### config.mk
export PLATFORM = sky130hd
export DESIGN_NAME = cpm_mode_ctrl
export DESIGN_NICKNAME = d
export VERILOG_FILES = /design/src/logic/cpm_pkg.sv /design/src/logic/cpm_hold_timer.sv /design/src/logic/cpm_mode_ctrl.sv
export VERILOG_INCLUDE_DIRS = /design/src /design/src/logic
export SDC_FILE = /design/constraint.sdc
export NUM_CORES = 1
export LEC_CHECK = 0
export ABC_AREA = 1
export CORE_MARGIN = 3
export CORE_UTILIZATION = 35
export DETAILED_ROUTE_END_ITERATION = 8
export DONT_BUFFER_PORTS = 1
export GPL_ROUTABILITY_DRIVEN = 0
export SLEW_MARGIN = 5
export SYNTH_ARGS = -nofsm -noshare
export SYNTH_HDL_FRONTEND = slang
export SYNTH_SLANG_ARGS = --single-unit
export TNS_END_PERCENT = 100
### constraint.sdc
create_clock -name clk_sys_i -period 9.62 [get_ports clk_sys_i]
set_input_delay 0.481 -clock clk_sys_i [delete_from_list [all_inputs] [get_ports clk_sys_i]]
set_output_delay 0.481 -clock clk_sys_i [all_outputs]
set_load 0.005 [all_outputs]
### src/logic/cpm_map.svh
// Timing constants and encodings for the charging-port mode control
`ifndef CPM_MAP_SVH
`define CPM_MAP_SVH
`define CPM_CLK_HZ        100000000
`define CPM_DIS_LONG_MS   2000
`define CPM_DIS_SHORT_MS  250
`define CPM_LOAD_ON_MS    200
`define CPM_LOAD_OFF_MS   3000
`define CPM_DGL_US        8
`define CPM_MS_CYC(ms)    (((ms) * (`CPM_CLK_HZ / 1000)))
`define CPM_US_CYC(us)    (((us) * (`CPM_CLK_HZ / 1000000)))
`define CPM_CTL_OFF       3'h0
`define CPM_CTL_AUTO_A    3'h1
`define CPM_CTL_STANDARD_PORT_ONE_A    3'h2
`define CPM_CTL_AUTO_B    3'h3
`define CPM_CTL_SHORT     3'h4
`define CPM_CTL_DIV1      3'h5
`define CPM_CTL_STANDARD_PORT_ONE_B    3'h6
`define CPM_CTL_STANDARD_PORT_TWO_CDP  3'h7
`endif

### src/logic/cpm_pkg.sv
// Types shared by the charging-port mode control
package cpm_pkg;
  typedef enum logic [2:0] {
    CPM_MODE_DISCHARGE = 3'h0,
    CPM_MODE_DCP_AUTO  = 3'h1,
    CPM_MODE_STANDARD_PORT_ONE      = 3'h2,
    CPM_MODE_STANDARD_PORT_TWO      = 3'h3,
    CPM_MODE_CDP       = 3'h4,
    CPM_MODE_SHORTED   = 3'h5,
    CPM_MODE_DIVIDER   = 3'h6
  } cpm_mode_e;
  typedef enum logic [1:0] {
    CPM_ST_RUN  = 2'b00,
    CPM_ST_DISC = 2'b01
  } cpm_state_e;
endpackage

### src/logic/cpm_hold_timer.sv
// Condition qualifier: output follows input after it holds for set/clear time
`timescale 1ns/10ps
`default_nettype none
module cpm_hold_timer #(
  parameter int unsigned SET_CYC = 2,
  parameter int unsigned CLR_CYC = 1,
  parameter int unsigned W       = 32
) (
  // Clock and reset
  input  wire logic clk_sys_i,
  input  wire logic reset_i,
  // Condition in, qualified out
  input  wire logic cond_i,
  output logic      qual_o
);
  logic [W-1:0] cnt_reg;
  logic         qual_reg;

  // Count while input disagrees with output; flip when time reached
  always_ff @(posedge clk_sys_i or posedge reset_i) begin
    if (reset_i) begin
      cnt_reg  <= '0;
      qual_reg <= 1'b0;
    end else if (cond_i == qual_reg) begin
      cnt_reg <= '0;
    end else if ((cond_i && (cnt_reg >= W'(SET_CYC - 1))) ||
                 (!cond_i && (cnt_reg >= W'(CLR_CYC - 1)))) begin
      cnt_reg  <= '0;
      qual_reg <= cond_i;
    end else begin
      cnt_reg <= cnt_reg + W'(1);
    end
  end
  assign qual_o = qual_reg;
endmodule
`default_nettype wire

### src/logic/cpm_mode_ctrl.sv
// Charging-port mode decode, discharge sequencing and fault/status output
// Contract
// - Mode 000: switch off, discharge on, data open, status inactive.
// - Mode 001: auto DCP, data open; limit pin high runs power wake.
// - Power wake toggles reduced/high limit; status flags current under 45 mA.
// - Mode 011: auto DCP, high limit; limit pin high enables port management.
// - Modes 010 and 110: standard port one, data closed, limit pin picks.
// - Mode 100: forced shorted DCP, limit pin picks, data open.
// - Mode 101: forced divider DCP, limit pin picks, data open.
// - Mode 111: low pin standard two low limit; high pin CDP managed.
// - No discharge between CDP and standard port two.
// - Discharge: switch off, discharge output, switch on; on SDP/CDP changes.
// - Discharge lasts 2 s from STANDARD_PORT_ONE/CDP, 250 ms leaving DCP.
// - Changes 111 to 011 and 010 to 011 skip discharge for wake.
// - Fault output low during over-temperature or current limit.
// - Current-limit fault is deglitched before reaching the output.
// - After thermal shutdown, switch stays off until cooled, then retries.
// - Data switches close only in SDP/CDP and with enable high.
// - Managed status low after 200 ms over limit, high after 3 s under.
`timescale 1ns/10ps
`default_nettype none
`include "cpm_map.svh"
module cpm_mode_ctrl
  import cpm_pkg::*;
#(
  parameter int unsigned DIS_LONG_CYC  = `CPM_MS_CYC(`CPM_DIS_LONG_MS),
  parameter int unsigned DIS_SHORT_CYC = `CPM_MS_CYC(`CPM_DIS_SHORT_MS),
  parameter int unsigned LOAD_ON_CYC   = `CPM_MS_CYC(`CPM_LOAD_ON_MS),
  parameter int unsigned LOAD_OFF_CYC  = `CPM_MS_CYC(`CPM_LOAD_OFF_MS),
  parameter int unsigned DGL_CYC       = `CPM_US_CYC(`CPM_DGL_US),
  parameter int unsigned WAKE_DGL_CYC  = `CPM_US_CYC(`CPM_DGL_US)
) (
  // Clock and reset
  input  wire logic clk_sys_i,
  input  wire logic reset_i,
  // Mode control pins
  input  wire logic mode_select_bit_a_i,
  input  wire logic mode_select_bit_b_i,
  input  wire logic mode_select_bit_c_i,
  input  wire logic limit_choose_pin_i,
  input  wire logic enable_i,
  // Analog monitor flags
  input  wire logic current_limit_i,
  input  wire logic over_temp_i,
  input  wire logic cooled_i,
  input  wire logic load_above_low_i,
  input  wire logic load_below_wake_i,
  // Power path controls
  output logic      power_switch_on_o,
  output logic      discharge_on_o,
  output logic      data_switch_on_o,
  output logic      sel_upper_limit_o,
  output logic      sel_wake_limit_o,
  output cpm_mode_e mode_o,
  // Open-drain status and fault
  output logic      status_n_o,
  output logic      status_n_oe_o,
  output logic      fault_n_o,
  output logic      fault_n_oe_o
);
  logic [2:0] ctl;
  cpm_mode_e  mode_next;
  cpm_mode_e  mode_reg;
  logic [2:0] ctl_reg;
  cpm_state_e state_reg;
  logic [31:0] dis_cnt_reg;
  logic        dis_start;
  logic [31:0] dis_len;
  logic        thermal_off_reg;
  logic        fault_cl;
  logic        load_busy;
  logic        wake_low;
  logic        managed;
  logic        wake_mode;
  logic        status_act;
  logic        power_reg;
  logic        disch_reg;
  logic        data_reg;
  logic        upper_reg;
  logic        wake_reg;
  logic        status_reg;
  logic        fault_reg;

  assign ctl = {mode_select_bit_a_i, mode_select_bit_b_i, mode_select_bit_c_i};

  // ---------------------------------------------------------------
  // Mode decode
  // ---------------------------------------------------------------
  always_comb begin
    mode_next = CPM_MODE_DISCHARGE;
    unique case (ctl)
      `CPM_CTL_OFF:      mode_next = CPM_MODE_DISCHARGE;
      `CPM_CTL_AUTO_A:   mode_next = CPM_MODE_DCP_AUTO;
      `CPM_CTL_AUTO_B:   mode_next = CPM_MODE_DCP_AUTO;
      `CPM_CTL_STANDARD_PORT_ONE_A,
      `CPM_CTL_STANDARD_PORT_ONE_B:   mode_next = CPM_MODE_STANDARD_PORT_ONE;
      `CPM_CTL_SHORT:    mode_next = CPM_MODE_SHORTED;
      `CPM_CTL_DIV1:     mode_next = CPM_MODE_DIVIDER;
      `CPM_CTL_STANDARD_PORT_TWO_CDP: mode_next = limit_choose_pin_i ?
                                     CPM_MODE_CDP : CPM_MODE_STANDARD_PORT_TWO;
    endcase
  end

  function automatic logic is_data_mode(input cpm_mode_e m);
    return (m == CPM_MODE_STANDARD_PORT_ONE) || (m == CPM_MODE_STANDARD_PORT_TWO) ||
           (m == CPM_MODE_CDP);
  endfunction

  function automatic logic is_dcp(input cpm_mode_e m);
    return (m == CPM_MODE_DCP_AUTO) || (m == CPM_MODE_SHORTED) ||
           (m == CPM_MODE_DIVIDER);
  endfunction

  // ---------------------------------------------------------------
  // Discharge trigger and length
  // ---------------------------------------------------------------
  always_comb begin
    dis_start = 1'b0;
    dis_len   = DIS_LONG_CYC;
    if (mode_next != mode_reg) begin
      if (is_data_mode(mode_reg) || is_data_mode(mode_next))
        dis_start = 1'b1;
      if ((mode_reg == CPM_MODE_CDP && mode_next == CPM_MODE_STANDARD_PORT_TWO) ||
          (mode_reg == CPM_MODE_STANDARD_PORT_TWO && mode_next == CPM_MODE_CDP))
        dis_start = 1'b0;
      if ((ctl == `CPM_CTL_AUTO_B) &&
          ((ctl_reg == `CPM_CTL_STANDARD_PORT_TWO_CDP) ||
           (ctl_reg == `CPM_CTL_STANDARD_PORT_ONE_A)))
        dis_start = 1'b0;
      if (mode_next == CPM_MODE_DISCHARGE)
        dis_start = 1'b0;
      if (is_dcp(mode_reg))
        dis_len = DIS_SHORT_CYC;
    end
  end

  // ---------------------------------------------------------------
  // Mode tracking and discharge sequencer
  // ---------------------------------------------------------------
  always_ff @(posedge clk_sys_i or posedge reset_i) begin
    if (reset_i) begin
      mode_reg    <= CPM_MODE_DISCHARGE;
      ctl_reg     <= `CPM_CTL_OFF;
      state_reg   <= CPM_ST_RUN;
      dis_cnt_reg <= 32'h0;
    end else begin
      mode_reg <= mode_next;
      ctl_reg  <= ctl;
      if (dis_start) begin
        state_reg   <= CPM_ST_DISC;
        dis_cnt_reg <= dis_len - 32'h1;
      end else if (state_reg == CPM_ST_DISC) begin
        if (dis_cnt_reg == 32'h0)
          state_reg <= CPM_ST_RUN;
        else
          dis_cnt_reg <= dis_cnt_reg - 32'h1;
      end
    end
  end

  // ---------------------------------------------------------------
  // Thermal restart latch
  // ---------------------------------------------------------------
  always_ff @(posedge clk_sys_i or posedge reset_i) begin
    if (reset_i)
      thermal_off_reg <= 1'b0;
    else if (over_temp_i)
      thermal_off_reg <= 1'b1;
    else if (cooled_i)
      thermal_off_reg <= 1'b0;
  end

  // ---------------------------------------------------------------
  // Qualifiers: current-limit deglitch, load timers
  // ---------------------------------------------------------------
  cpm_hold_timer #(.SET_CYC(DGL_CYC), .CLR_CYC(1)) u_fault_dgl (
    .clk_sys_i (clk_sys_i),
    .reset_i   (reset_i),
    .cond_i    (current_limit_i),
    .qual_o    (fault_cl)
  );
  cpm_hold_timer #(.SET_CYC(LOAD_ON_CYC), .CLR_CYC(LOAD_OFF_CYC))
    u_load (
    .clk_sys_i (clk_sys_i),
    .reset_i   (reset_i),
    .cond_i    (load_above_low_i && managed),
    .qual_o    (load_busy)
  );
  cpm_hold_timer #(.SET_CYC(WAKE_DGL_CYC), .CLR_CYC(WAKE_DGL_CYC))
    u_wake (
    .clk_sys_i (clk_sys_i),
    .reset_i   (reset_i),
    .cond_i    (load_below_wake_i && wake_mode),
    .qual_o    (wake_low)
  );

  assign wake_mode = (mode_reg == CPM_MODE_DCP_AUTO) &&
                     (ctl_reg == `CPM_CTL_AUTO_A) && limit_choose_pin_i;
  assign managed   = ((mode_reg == CPM_MODE_DCP_AUTO) &&
                      (ctl_reg == `CPM_CTL_AUTO_B) && limit_choose_pin_i) ||
                     (mode_reg == CPM_MODE_CDP);
  // Status active: load present (managed) or light load (power wake)
  assign status_act = (managed && load_busy) ||
                      (wake_mode && wake_low);

  // ---------------------------------------------------------------
  // Registered output drive
  // ---------------------------------------------------------------
  always_ff @(posedge clk_sys_i or posedge reset_i) begin
    if (reset_i) begin
      power_reg  <= 1'b0;
      disch_reg  <= 1'b1;
      data_reg   <= 1'b0;
      upper_reg  <= 1'b0;
      wake_reg   <= 1'b0;
      status_reg <= 1'b0;
      fault_reg  <= 1'b0;
    end else begin
      power_reg  <= enable_i && (mode_reg != CPM_MODE_DISCHARGE) &&
                    (state_reg == CPM_ST_RUN) && !dis_start &&
                    !thermal_off_reg;
      disch_reg  <= (mode_reg == CPM_MODE_DISCHARGE) ||
                    (state_reg == CPM_ST_DISC);
      data_reg   <= enable_i && is_data_mode(mode_reg);
      upper_reg  <= (mode_reg == CPM_MODE_DCP_AUTO) ||
                    (mode_reg == CPM_MODE_CDP) ||
                    limit_choose_pin_i;
      wake_reg   <= wake_mode && wake_low;
      status_reg <= status_act;
      fault_reg  <= over_temp_i || fault_cl;
    end
  end

  assign power_switch_on_o = power_reg;
  assign discharge_on_o    = disch_reg;
  assign data_switch_on_o  = data_reg;
  assign sel_upper_limit_o = upper_reg && !wake_reg;
  assign sel_wake_limit_o  = wake_reg;
  assign mode_o            = mode_reg;
  assign status_n_o        = 1'b0;
  assign status_n_oe_o     = status_reg;
  assign fault_n_o         = 1'b0;
  assign fault_n_oe_o      = fault_reg;

  // ---------------------------------------------------------------
  // Assertions
  // ---------------------------------------------------------------
  off_mode_a: assert property (@(posedge clk_sys_i) disable iff (reset_i)
    mode_reg == CPM_MODE_DISCHARGE |=> !power_reg && disch_reg)
    else $error("off mode drives switch");
  off_data_a: assert property (@(posedge clk_sys_i) disable iff (reset_i)
    mode_reg == CPM_MODE_DISCHARGE |=> !data_reg && !status_reg)
    else $error("off mode data or status active");
  data_enable_a: assert property (@(posedge clk_sys_i) disable iff (reset_i)
    !enable_i |=> !data_switch_on_o)
    else $error("data switch closed while disabled");
  dcp_data_a: assert property (@(posedge clk_sys_i) disable iff (reset_i)
    is_dcp(mode_reg) |=> !data_switch_on_o)
    else $error("data switch closed in dcp");
  no_disch_cdp_a: assert property (@(posedge clk_sys_i) disable iff (reset_i)
    (mode_reg == CPM_MODE_CDP && mode_next == CPM_MODE_STANDARD_PORT_TWO) |-> !dis_start)
    else $error("discharge between cdp and standard_port_two");
  wake_over_a: assert property (@(posedge clk_sys_i) disable iff (reset_i)
    (ctl_reg == `CPM_CTL_STANDARD_PORT_ONE_A && ctl == `CPM_CTL_AUTO_B) |-> !dis_start)
    else $error("wake change discharged");
  disch_seq_a: assert property (@(posedge clk_sys_i) disable iff (reset_i)
    dis_start |=> state_reg == CPM_ST_DISC ##1 !power_reg)
    else $error("discharge did not cut switch");
  disch_len_a: assert property (@(posedge clk_sys_i) disable iff (reset_i)
    (dis_start && is_dcp(mode_reg)) |=> dis_cnt_reg == DIS_SHORT_CYC - 1)
    else $error("short discharge length wrong");
  thermal_hold_a: assert property (@(posedge clk_sys_i) disable iff (reset_i)
    over_temp_i |=> thermal_off_reg ##1 !power_reg)
    else $error("switch on after thermal");
  fault_temp_a: assert property (@(posedge clk_sys_i) disable iff (reset_i)
    over_temp_i |=> fault_n_oe_o)
    else $error("fault not raised on temp");
  fault_glitch_a: assert property (@(posedge clk_sys_i) disable iff (reset_i)
    ($rose(current_limit_i) && !over_temp_i && !fault_cl)
      ##1 !current_limit_i && !over_temp_i |=> !fault_n_oe_o)
    else $error("one cycle glitch faulted");

  disch_cov_c: cover property (@(posedge clk_sys_i) disable iff (reset_i)
    dis_start ##1 state_reg == CPM_ST_DISC);
  cdp_cov_c: cover property (@(posedge clk_sys_i) disable iff (reset_i)
    mode_reg == CPM_MODE_CDP && status_reg);
  wake_cov_c: cover property (@(posedge clk_sys_i) disable iff (reset_i)
    wake_reg);
  fault_cov_c: cover property (@(posedge clk_sys_i) disable iff (reset_i)
    fault_cl);
endmodule
`default_nettype wire

# == Word-level counts from Yosys, hierarchy flattened ==
# Index checks and enable logic that the tools add are counted.
# word_totals
latchBits,0
elab_cells,143
ramBits,0
output_inout_bits,12
mem_bits_ro,0
regBits,147
memories,0
# classes
eq_ne,26
n_shift,0
bitwise,3
addsub,5
muxes,23
multipliers,0
div,0
reduce_logical,63
order_cmp,5
# ops
op,count
$mux W32,9
$add A32 B1 Y32 const B,3
$ge A32 B10 Y1 const B,2
$sub A32 B1 Y32 const B,2
$mux W28,2
$ge A32 B1 Y1 const B,1
$ge A32 B25 Y1 const B,1
$ge A32 B29 Y1 const B,1
$logic_not A32 Y1,1
$eq A3 B3 Y1 const B,9
$eq A3 B2 Y1 const B,8
$logic_and A1 B1 Y1,23
$logic_or A1 B1 Y1,18
$pmux W3 S6,1
$reduce_and A2 Y1,5
$eq A3 B1 Y1 const B,3
$logic_not A3 Y1,3
$mux W1,7
$logic_not A1 Y1,6
$mux W2,3
$reduce_bool A2 Y1,3
$reduce_or A2 Y1,2
$eq A1 B1 Y1,3
$mux W3,1
6 further kinds,8

# == Depth between registers and ports, before layout ==
# Gate-level depths: netlist of the first run.
# logic_depth
depth_word,15
mapped_depth,20
ltp_nobuf,20

# == Modules after synthesis ==
# Synthesis of the first run repeated with hierarchy kept, for this count alone.
# hier_totals
cells_unflattened,937
area_unflattened_um2,7542.2
# by_module_without_submodules
mod,n_inst,area_each_um2,seq_area_each_um2,cells_each
cpm_mode_ctrl,1,3135.5,1177.4,460
cpm_hold_timer at u_load,1,1986.9,825.8,262
cpm_hold_timer at u_fault_dgl,1,1213.7,825.8,108
cpm_hold_timer at u_wake,1,1206.2,825.8,107

# == Least setup slack after synthesis of the first run ==
# Ideal clock, no wire load.
# synth_path
kind,register to register
startpoint,register mode_reg[1] (netlist: mode_o[1])
endpoint,register dis_cnt_reg[16]
arrival_ns,2.358
path_buffers,2
path_slack_ns,7.139
t_required_ns,9.496
setup_ns,0.124
path_stages_with_launch,17
cell_sequence,dfrtp_1 -> nor2_1 -> nand2_1 -> nand3_1 -> nand3_1 -> nor2_4 -> nand2_4 -> buf_8 -> buf_6 -> nand2_1 -> ha_1 -> nand3_1 -> nor2_2 -> nand2_1 -> nor2_4 -> nand2_1 -> xor2_1
# synth_between
elab_chain_cells,11
elab_cells_between_ends,27
classes_between,1 x add/sub; 8 x eq/ne; 8 x mux; 10 x reduce/logical
# synth_lines
item,line_no,text
from (decl),cpm_mode_ctrl.sv:63,cpm_mode_e mode_reg;
from (signal assigned),cpm_mode_ctrl.sv:147,mode_reg <= mode_next;
branches (longest 11 deep; another with $sub A32 B1 Y32),n/a,
to (signal assigned),cpm_mode_ctrl.sv:151,dis_cnt_reg <= dis_len - 32'h1;
to (signal assigned),cpm_mode_ctrl.sv:156,dis_cnt_reg <= dis_cnt_reg - 32'h1;
to (decl),cpm_mode_ctrl.sv:66,logic [31:0] dis_cnt_reg;
# Parallel ways; which one is timed is not known.
# A chain may end at the register's enable or synchronous reset.

# == Worst setup path after layout of the first run ==
# Ends and elaborated chain as after synthesis.

==> results of run 1 <==
## layer usage
layer  wire length [um]  track usage [%]  part of all wire, %
met1               6950             19.5                   49
met2               6350             21.4                   45
met3                525             2.76                  3.7
met4                219             4.99                  1.6
met5                  0                0                    0
## power breakdown
| part | internal [uW] | total, uW | switching (uW) | leakage, uW |
|---|---|---|---|---|
| Sequential | 662 | 703 | 40.5 | 0.00182 |
| Combinational | 71.4 | 232 | 161 | 0.00157 |
| Clock | 405 | 662 | 258 | 0.000280 |
## through the flow
stage | setup slack (ns) | total power [uW] | hold slack, ns
after global routing | 6.21 | 1690 | 0.0675
final | 6.47 | 1600 | 0.0929
after floorplan | 5.22 | 892 | 0.411
after CTS | 6.50 | 1620 | 0.0710
after global placement | 6.58 | 944 | 0.445
after detailed placement | 6.51 | 943 | 0.445
## cell usage in the layout, fill, tap and decap left out, types with 17 or more instances in the layout
cell	synthesis	final
clkbuf_16	0	17
conb_1	1	49
dfrtp_1	145	145
inv_1	109	108
nand2_1	174	174
nand3_1	66	66
nand4_1	27	27
nor2_1	116	116
nor4_1	17	17
o21ai_0	23	23
xor2_1	27	27
## worst max path at each step
stage	from	to	slack, ns
3_3_place_gp	mode_o[1]	dis_cnt_reg[16]	6.58
3_5_place_dp	mode_o[1]	dis_cnt_reg[16]	6.51
6_report	mode_o[1]	dis_cnt_reg[16]	6.47
5_1_grt	mode_o[1]	dis_cnt_reg[16]	6.21
4_1_cts	mode_o[1]	dis_cnt_reg[16]	6.50
2_1_floorplan	reset_i	ctl_reg[0]	5.22
## logic make-up after synthesis
kind of cell | share of synthesized area (%)
adders and majority gates | 0.713
and+or+nand+nor | 30.2
AOI/OAI and AO/OA | 4.83
other | 0.0534
xor gates and xnor gates | 4.87
buffers and inverters | 7.29
DFF | 52.1
## cell type report
class                           count  area share (%)
Sequential cell                   146            45.3
Multi-Input combinational cell    608            37.6
Clock buffer                       22            5.88
Inverter                          113            5.32
Tap cell                          265            4.11
Clock inverter                     10            1.55
Timing Repair Buffer                2           0.186
==> results.json, run 1 <==
{
  "cp_top_family": "simple AND/OR/NAND/NOR gates",
  "holdPathEnd": "ctl_reg[0]",
  "ir_drop_v": 0.000111,
  "r2r_setup_slack_ns": 6.47,
  "setup_violations": 0,
  "max_freq_ghz": 0.317,
  "die_area_mm2": 0.0218,
  "drc_errors": 0,
  "cp_num_buf_inv": 2,
  "tightest_slew_ns": 1.01,
  "synth_async_sr_flop_share_pct": 100,
  "crit_required_ns": 9.92,
  "grt_use_total_pct": 13.9,
  "critical-path-max-stage-delay_ns": 0.45,
  "power_per_cell_area_mw_per_mm2": 198,
  "placed_area_mm2": 0.00746,
  "instances_no_fill": 1166,
  "cts_buffer_depth": 2,
  "period_share_pct": 32.8,
  "start_util_pct": 35.8,
  "overflow": 0,
  "critPathArrivalTime_ns": 3.45,
  "cpMaxStageDelayCell": "dfrtp_1",
  "crit_path_end_kind": "flop",
  "cp_max_fo": 36,
  "numCtsBuffers": 17,
  "antenna_cells": 0,
  "finalHoldViolCount": 0,
  "io_pins": 24,
  "antenna_left": 0,
  "ys_top_cells_by_area": "dfrtp_1 (52%), nand2_1 (9.3%), nor2_1 (6.2%)",
  "cts_setup_buffers": 0,
  "yosysTopAreaCell": "dfrtp_1",
  "hold_depth": 0,
  "fin_area_mm2": 0.00806,
  "holdCritPathClass": "primary input to flop",
  "drt_pre_antenna_iters": 5,
  "die_height_um": 148,
  "antenna_found_initial": 0,
  "root_buffer": "clkbuf_16",
  "wl_mm": 14.1,
  "crit-reg2reg-launch": "mode_o[1]",
  "cp_cell_sequence": "nor2_1 -> nand2_1 -> nand3_1 -> nand3_1 -> nor2_4 -> nand2_4 -> inv_2 -> nor2_1 -> inv_1 -> ha_1 -> nand3_1 -> nor2_2 -> nand2_1 -> nor2_4 -> nand2_1 -> xor2_1",
  "syn_area_per_cell_um2": 8.44,
  "r2r-end": "dis_cnt_reg[16]",
  "portBuffers": 0,
  "rsz0062_at_grt": "no",
  "synth_most_common_cell": "nand2_1",
  "core_region_area_mm2": 0.0196,
  "status": "complete, no violations",
  "period_needed_ns": 3.15,
  "placed_cells": 1134,
  "drtIter0Drc": 400,
  "synth_top_area_share_pct": 51.7,
  "min_from": "mode_select_bit_c_i",
  "worstSetupPathType": "flop to flop",
  "final_util_pct": 41.2,
  "detail_route.wl_per_cell_um": 12.0,
  "area_growth_syn_to_layout_pct": 14.9,
  "maxCapViolations": 0,
  "fill_cells": 1966,
  "grt_pass1_wl_mm": 24.4,
  "drive_above_1_share_pct": 7.77,
  "cts-htree-levels": 4,
  "cts_resized": 0,
  "clock_latency_ns": 0.42,
  "cts_tree": "yes",
  "ys_types": 47,
  "clk_pin_slew_ns": 0.06,
  "die_x_um": 148,
  "multiInputGateArea_mm2": 0.00303,
  "ys_seq_elements": 146,
  "relSlewSlack_pct": 32.6,
  "worstSetupStartpointType": "flop",
  "first_global_vias": 5082,
  "synth_edf_count": 0,
  "synth_warnings": 0,
  "nets": 904,
  "p_leak_uw": 0.00367,
  "seq_area_frac_synth_pct": 52.1,
  "rows": 51,
  "ys_top_cells_by_count": "nand2_1 (174), dfrtp_1 (145), nor2_1 (116)",
  "syn_area_mm2": 0.00702,
  "detailed_place_hpwl_mm": 10.1,
  "vias_per_cell": 4.55,
  "clock_skew_ns": 0.00886,
  "holdBufCountCts": 0,
  "synth-main-ff-cell": "dfrtp_1",
  "cts.sinks": 146,
  "grt_max_degree": 101,
  "worst-r2r-cell-count": 16,
  "tns_ns": 0,
  "vias": 5303,
  "slew_viol_final": 0,
  "crit_cells": 16,
  "seq_area_mm2": 0.00365,
  "synthCells": 832
}
Note: power is estimated with default switching activity, not from simulation.
==> run 2, diff against run 1 <==
- clock period: 9.62 -> 2.9 ns (I/O delays scaled with it)
==> results.json, run 2 (synthesis results as in run 1) <==
{
  "worst-r2r-cell-count": 16,
  "drtIter0Drc": 386,
  "clock_latency_ns": 0.43,
  "finalHoldViolCount": 0,
  "period_needed_ns": 2.62,
  "detailed_place_hpwl_mm": 10.4,
  "core_region_area_mm2": 0.0196,
  "cts.sinks": 146,
  "antenna_found_initial": 0,
  "grt_pass1_wl_mm": 25.2,
  "overflow": 0,
  "clk_pin_slew_ns": 0.06,
  "cts-htree-levels": 4,
  "tightest_slew_ns": 0.989,
  "vias_per_cell": 4.61,
  "max_freq_ghz": 0.382,
  "instances_no_fill": 1188,
  "worstSetupStartpointType": "flop",
  "numCtsBuffers": 17,
  "rows": 51,
  "slew_viol_final": 0,
  "first_global_vias": 5314,
  "relSlewSlack_pct": 33.9,
  "cp_top_family": "simple AND/OR/NAND/NOR gates",
  "cts_tree": "yes",
  "final_common_cell": "nand2_1",
  "rsz0062_at_grt": "no",
  "drc_errors": 0,
  "drt_pre_antenna_iters": 5,
  "holdCritPathClass": "primary input to flop",
  "min_from": "mode_select_bit_b_i",
  "ir_drop_v": 0.000459,
  "clock_skew_ns": 0.0100,
  "power_per_cell_area_mw_per_mm2": 634,
  "holdPathEnd": "mode_o[1]",
  "vias": 5473,
  "antenna_cells": 0,
  "tns_ns": 0,
  "cts_buffer_depth": 2,
  "grt_max_degree": 48,
  "placed_cells": 1147,
  "die_area_mm2": 0.0218,
  "detail_route.wl_per_cell_um": 12.3,
  "start_util_pct": 35.8,
  "cp_max_fo": 19,
  "worstSetupPathType": "flop to flop",
  "period_share_pct": 90.2,
  "drive_above_1_share_pct": 9.32,
  "crit_required_ns": 3.21,
  "setup_violations": 0,
  "final_util_pct": 42.2,
  "maxCapViolations": 0,
  "crit_top_cell": "nor2_4",
  "cp_num_buf_inv": 2,
  "r2r_setup_slack_ns": 0.28,
  "crit-reg2reg-launch": "mode_o[0]",
  "grt_use_total_pct": 14.4,
  "cts_setup_buffers": 0,
  "p_leak_uw": 0.00378,
  "r2r-end": "dis_cnt_reg[16]",
  "area_growth_syn_to_layout_pct": 17.7,
  "portBuffers": 0,
  "cpMaxStageDelayCell": "dfrtp_1",
  "wl_mm": 14.6,
  "io_pins": 24,
  "antenna_left": 0,
  "hold_depth": 3,
  "root_buffer": "clkbuf_16",
  "die_height_um": 148,
  "status": "complete, no violations",
  "crit_path_end_kind": "flop",
  "fill_cells": 1957,
  "critical-path-max-stage-delay_ns": 0.43,
  "cp_cell_sequence": "nor2_1 -> nand2_1 -> nand3_1 -> nand3_1 -> nor2_4 -> nand2_4 -> inv_2 -> nor2_1 -> inv_1 -> ha_1 -> nand3_2 -> nor2_4 -> nand2_2 -> nor2_4 -> nand2_1 -> xor2_1",
  "die_x_um": 148,
  "nets": 928,
  "final_cell_mix": "nand2_1 (173), dfrtp_1 (144), nor2_1 (116)",
  "critPathArrivalTime_ns": 2.92
}
==> run 2: timing repair <==
| action | 4_1_cts | 5_1_grt |
|---|---|---|
| hold endpoints to repair | 55 | 0 |
| hold buffers | 11 | 0 |
| endpoints found under the setup margin | 0 | 9 |
| gates resized for setup | 0 | 4 |
==> run 2: worst register-to-register path, cell delays in order (launching register included) <==
cell	delay [ns]
dfrtp_1	0.43
nor2_1	0.15
nand2_1	0.13
nand3_1	0.11
nand3_1	0.12
nor2_4	0.17
nand2_4	0.16
inv_2	0.09
nor2_1	0.04
inv_1	0.09
ha_1	0.22
nand3_2	0.14
nor2_4	0.21
nand2_2	0.12
nor2_4	0.13
nand2_1	0.07
xor2_1	0.14
==> run 2: per-stage QoR <==
step	cell area [um^2]	setup slack (ns)	hold WS, ns	power (uW)
4_1_cts	8240	0.162	0.00567	5270
6_report	8260	0.283	0.0242	5240
2_1_floorplan	7200	0.419	0.176	2960
3_5_place_dp	7570	0.171	0.177	3160
3_3_place_gp	7570	0.252	0.177	3150
5_1_grt	8260	0.0351	0.0384	5520
==> run 2: per-layer routing <==
metal	track usage (%)	vias up	part of all wire, %
met4	6.01	0	1.9
met3	3.95	24	5.3
li1	-	2783	-
met1	19.4	2540	48
met2	22.0	126	44
met5	0	-	0
==> run 2: how the worst max path moves through the flow <==
stage	from	end	slack, ns	cells past startpoint
3_5_place_dp	mode_o[1]	dis_cnt_reg[16]	0.17	16
6_report	mode_o[0]	dis_cnt_reg[16]	0.28	16
5_1_grt	mode_o[0]	dis_cnt_reg[24]	0.04	16
2_1_floorplan	mode_o[1]	dis_cnt_reg[16]	0.42	16
3_3_place_gp	mode_o[1]	dis_cnt_reg[16]	0.25	16
4_1_cts	mode_o[1]	dis_cnt_reg[16]	0.16	16
==> run 2: power breakdown <==
group	internal [uW]	switching, uW
logic	272	554
clock network	1260	822
registers	2200	135
==> run 2: cell type report <==
class	count	area, um^2	share of cell area, %
Sequential cell	146	3660	44.3
Multi-Input combinational cell	608	3040	36.9
Clock buffer	21	480	5.82
Inverter	113	428	5.18
Tap cell	265	332	4.02
Timing Repair Buffer	26	235	2.85
Clock inverter	9	82.6	1.00
==> run 3, diff against run 2 <==
- CORE_MARGIN: 3 -> 2
==> results.json, run 3 (synthesis results as in run 1) <==
{
  "first_global_vias": 5192,
  "portBuffers": 0,
  "root_buffer": "clkbuf_16",
  "clockPowerShare_pct": 40.8,
  "p_leak_uw": 0.00377,
  "overflow": 0,
  "cp_max_fo": 22,
  "detail_route.wl_per_cell_um": 12.3,
  "clock_skew_ns": 0.00819,
  "period_needed_ns": 2.66,
  "crit_top_cell": "nand2_1",
  "status": "complete, no violations",
  "relSlewSlack_pct": 38.3,
  "critPathArrivalTime_ns": 2.98,
  "hold_depth": 4,
  "numCtsBuffers": 17,
  "clock_latency_ns": 0.43,
  "final_common_cell": "nand2_1",
  "tns_ns": 0,
  "grt_max_degree": 76,
  "period_share_pct": 91.8,
  "vias": 5443,
  "max_freq_ghz": 0.376,
  "p_comb_share_pct": 15.5,
  "crit-reg2reg-launch": "mode_o[0]",
  "placed_cells": 1144,
  "io_pins": 24,
  "worst-r2r-cell-count": 15,
  "maxCapViolations": 0,
  "tightest_slew_ns": 0.925,
  "nets": 926,
  "cp_cell_sequence": "dlygate4sd3_1 -> nand4_2 -> nand2_1 -> nand2_1 -> nand2_1 -> nand3_2 -> nand2_4 -> buf_4 -> nand2_1 -> nor3_1 -> nand2_1 -> nor3_2 -> nand3_1 -> o21ai_0 -> nand2_1",
  "rsz0062_at_grt": "no",
  "crit_path_end_kind": "flop",
  "drtIter0Drc": 397,
  "instances_no_fill": 1188,
  "drt_pre_antenna_iters": 5,
  "area_growth_syn_to_layout_pct": 17.6,
  "start_util_pct": 35.8,
  "finalHoldViolCount": 0,
  "r2r-end": "dis_cnt_reg[21]",
  "die_x_um": 146,
  "critical-path-max-stage-delay_ns": 0.74,
  "rows": 51,
  "drc_errors": 0,
  "pwr-share-seq_pct": 43.7,
  "grt_use_total_pct": 14.7,
  "switching_share_pct": 30.8,
  "cp_top_family": "simple AND/OR/NAND/NOR gates",
  "clk_pin_slew_ns": 0.07,
  "antenna_cells": 0,
  "setup_violations": 0,
  "cts.sinks": 146,
  "cp_num_buf_inv": 2,
  "r2r_setup_slack_ns": 0.28,
  "holdCritPathClass": "primary input to flop",
  "cts_tree": "yes",
  "internal_power_uw": 3690,
  "ir_drop_v": 0.000410,
  "die_area_mm2": 0.0212,
  "grt_pass1_wl_mm": 25.1,
  "detailed_place_hpwl_mm": 10.5,
  "slew_viol_final": 0,
  "cts-htree-levels": 4,
  "power_per_cell_area_mw_per_mm2": 646,
  "endpoint": "dis_cnt_reg[21]",
  "core_region_area_mm2": 0.0196,
  "critPathLaunch": "mode_select_bit_b_i",
  "worstSetupStartpointType": "primary input",
  "drive_above_1_share_pct": 9.21,
  "die_height_um": 146,
  "antenna_left": 0,
  "vias_per_cell": 4.58,
  "p_sw_uw": 1640,
  "wl_mm": 14.6,
  "antenna_found_initial": 0,
  "final_cell_mix": "nand2_1 (174), dfrtp_1 (145), nor2_1 (115)",
  "cpMaxStageDelayCell": "dlygate4sd3_1",
  "worstSetupPathType": "primary input to flop",
  "crit_required_ns": 3.21,
  "fill_cells": 1928,
  "crit_cells": 15,
  "cts_buffer_depth": 2
}
run 3: layer usage:
layer	vias up	share of wire, %	GRT usage (%)
met1	2547	49	20.1
li1	2786	-	-
met4	0	1.9	5.49
met2	87	46	22.9
met5	-	0	0
met3	23	3.5	3.23
run 3: how the worst min path moves through the flow:
stage | slack, ns | endpoint | startpoint
3_5_place_dp | 0.18 | ctl_reg[2] | mode_select_bit_a_i
3_3_place_gp | 0.18 | ctl_reg[2] | mode_select_bit_a_i
5_1_grt | 0.12 | u_load.qual_o | load_above_low_i
6_report | 0.06 | u_load.qual_o | load_above_low_i
4_1_cts | 0.04 | u_load.qual_o | load_above_low_i
2_1_floorplan | 0.18 | ctl_reg[0] | mode_select_bit_c_i
run 3: tightest hold or removal path, cell delays in order:
cell and delay (ns):
nand2_1 0.07, inv_1 0.06, nand2_1 0.09, nand2_1 0.09
run 3: power groups by stage:
| stage | combinational [uW] | sequential [uW] | clock [uW] |
|---|---|---|---|
| after floorplan | 637 | 2320 | 0 |
| after global placement | 784 | 2360 | 0 |
| after detailed placement | 791 | 2360 | 0 |
| after CTS | 811 | 2330 | 2240 |
| after global routing | 938 | 2350 | 2340 |
| final | 827 | 2330 | 2180 |
run 3: area by class of cell:
type / instances / area, um^2 / share of cell area [%]
clock buffer: 17 / 425 / 5.16
clock inverter: 15 / 160 / 1.94
sequential: 146 / 3650 / 44.3
timing repair buffer: 24 / 208 / 2.52
tap: 265 / 332 / 4.02
inverter: 113 / 428 / 5.19
multi-input combinational: 608 / 3040 / 36.9
run 3: repair_timing:
action	in CTS	in global routing
buffers inserted	0	1
endpoints found under the hold margin	158	0
resized for setup	0	3
endpoints found under the setup margin	0	6
hold buffers	11	0
run 3: per-stage QoR:
stage | power, uW | utilization [%] | hold slack, ns | worst slack, ns | instance area (um^2)
6_report | 5330 | 42.1 | 0.0624 | 0.239 | 8250
5_1_grt | 5630 | 42.1 | 0.118 | 0.00819 | 8250
4_1_cts | 5380 | 42.0 | 0.0442 | 0.242 | 8230
3_5_place_dp | 3150 | 38.5 | 0.178 | 0.246 | 7540
3_3_place_gp | 3150 | 38.5 | 0.179 | 0.332 | 7540
2_1_floorplan | 2960 | - | 0.176 | 0.419 | 7200
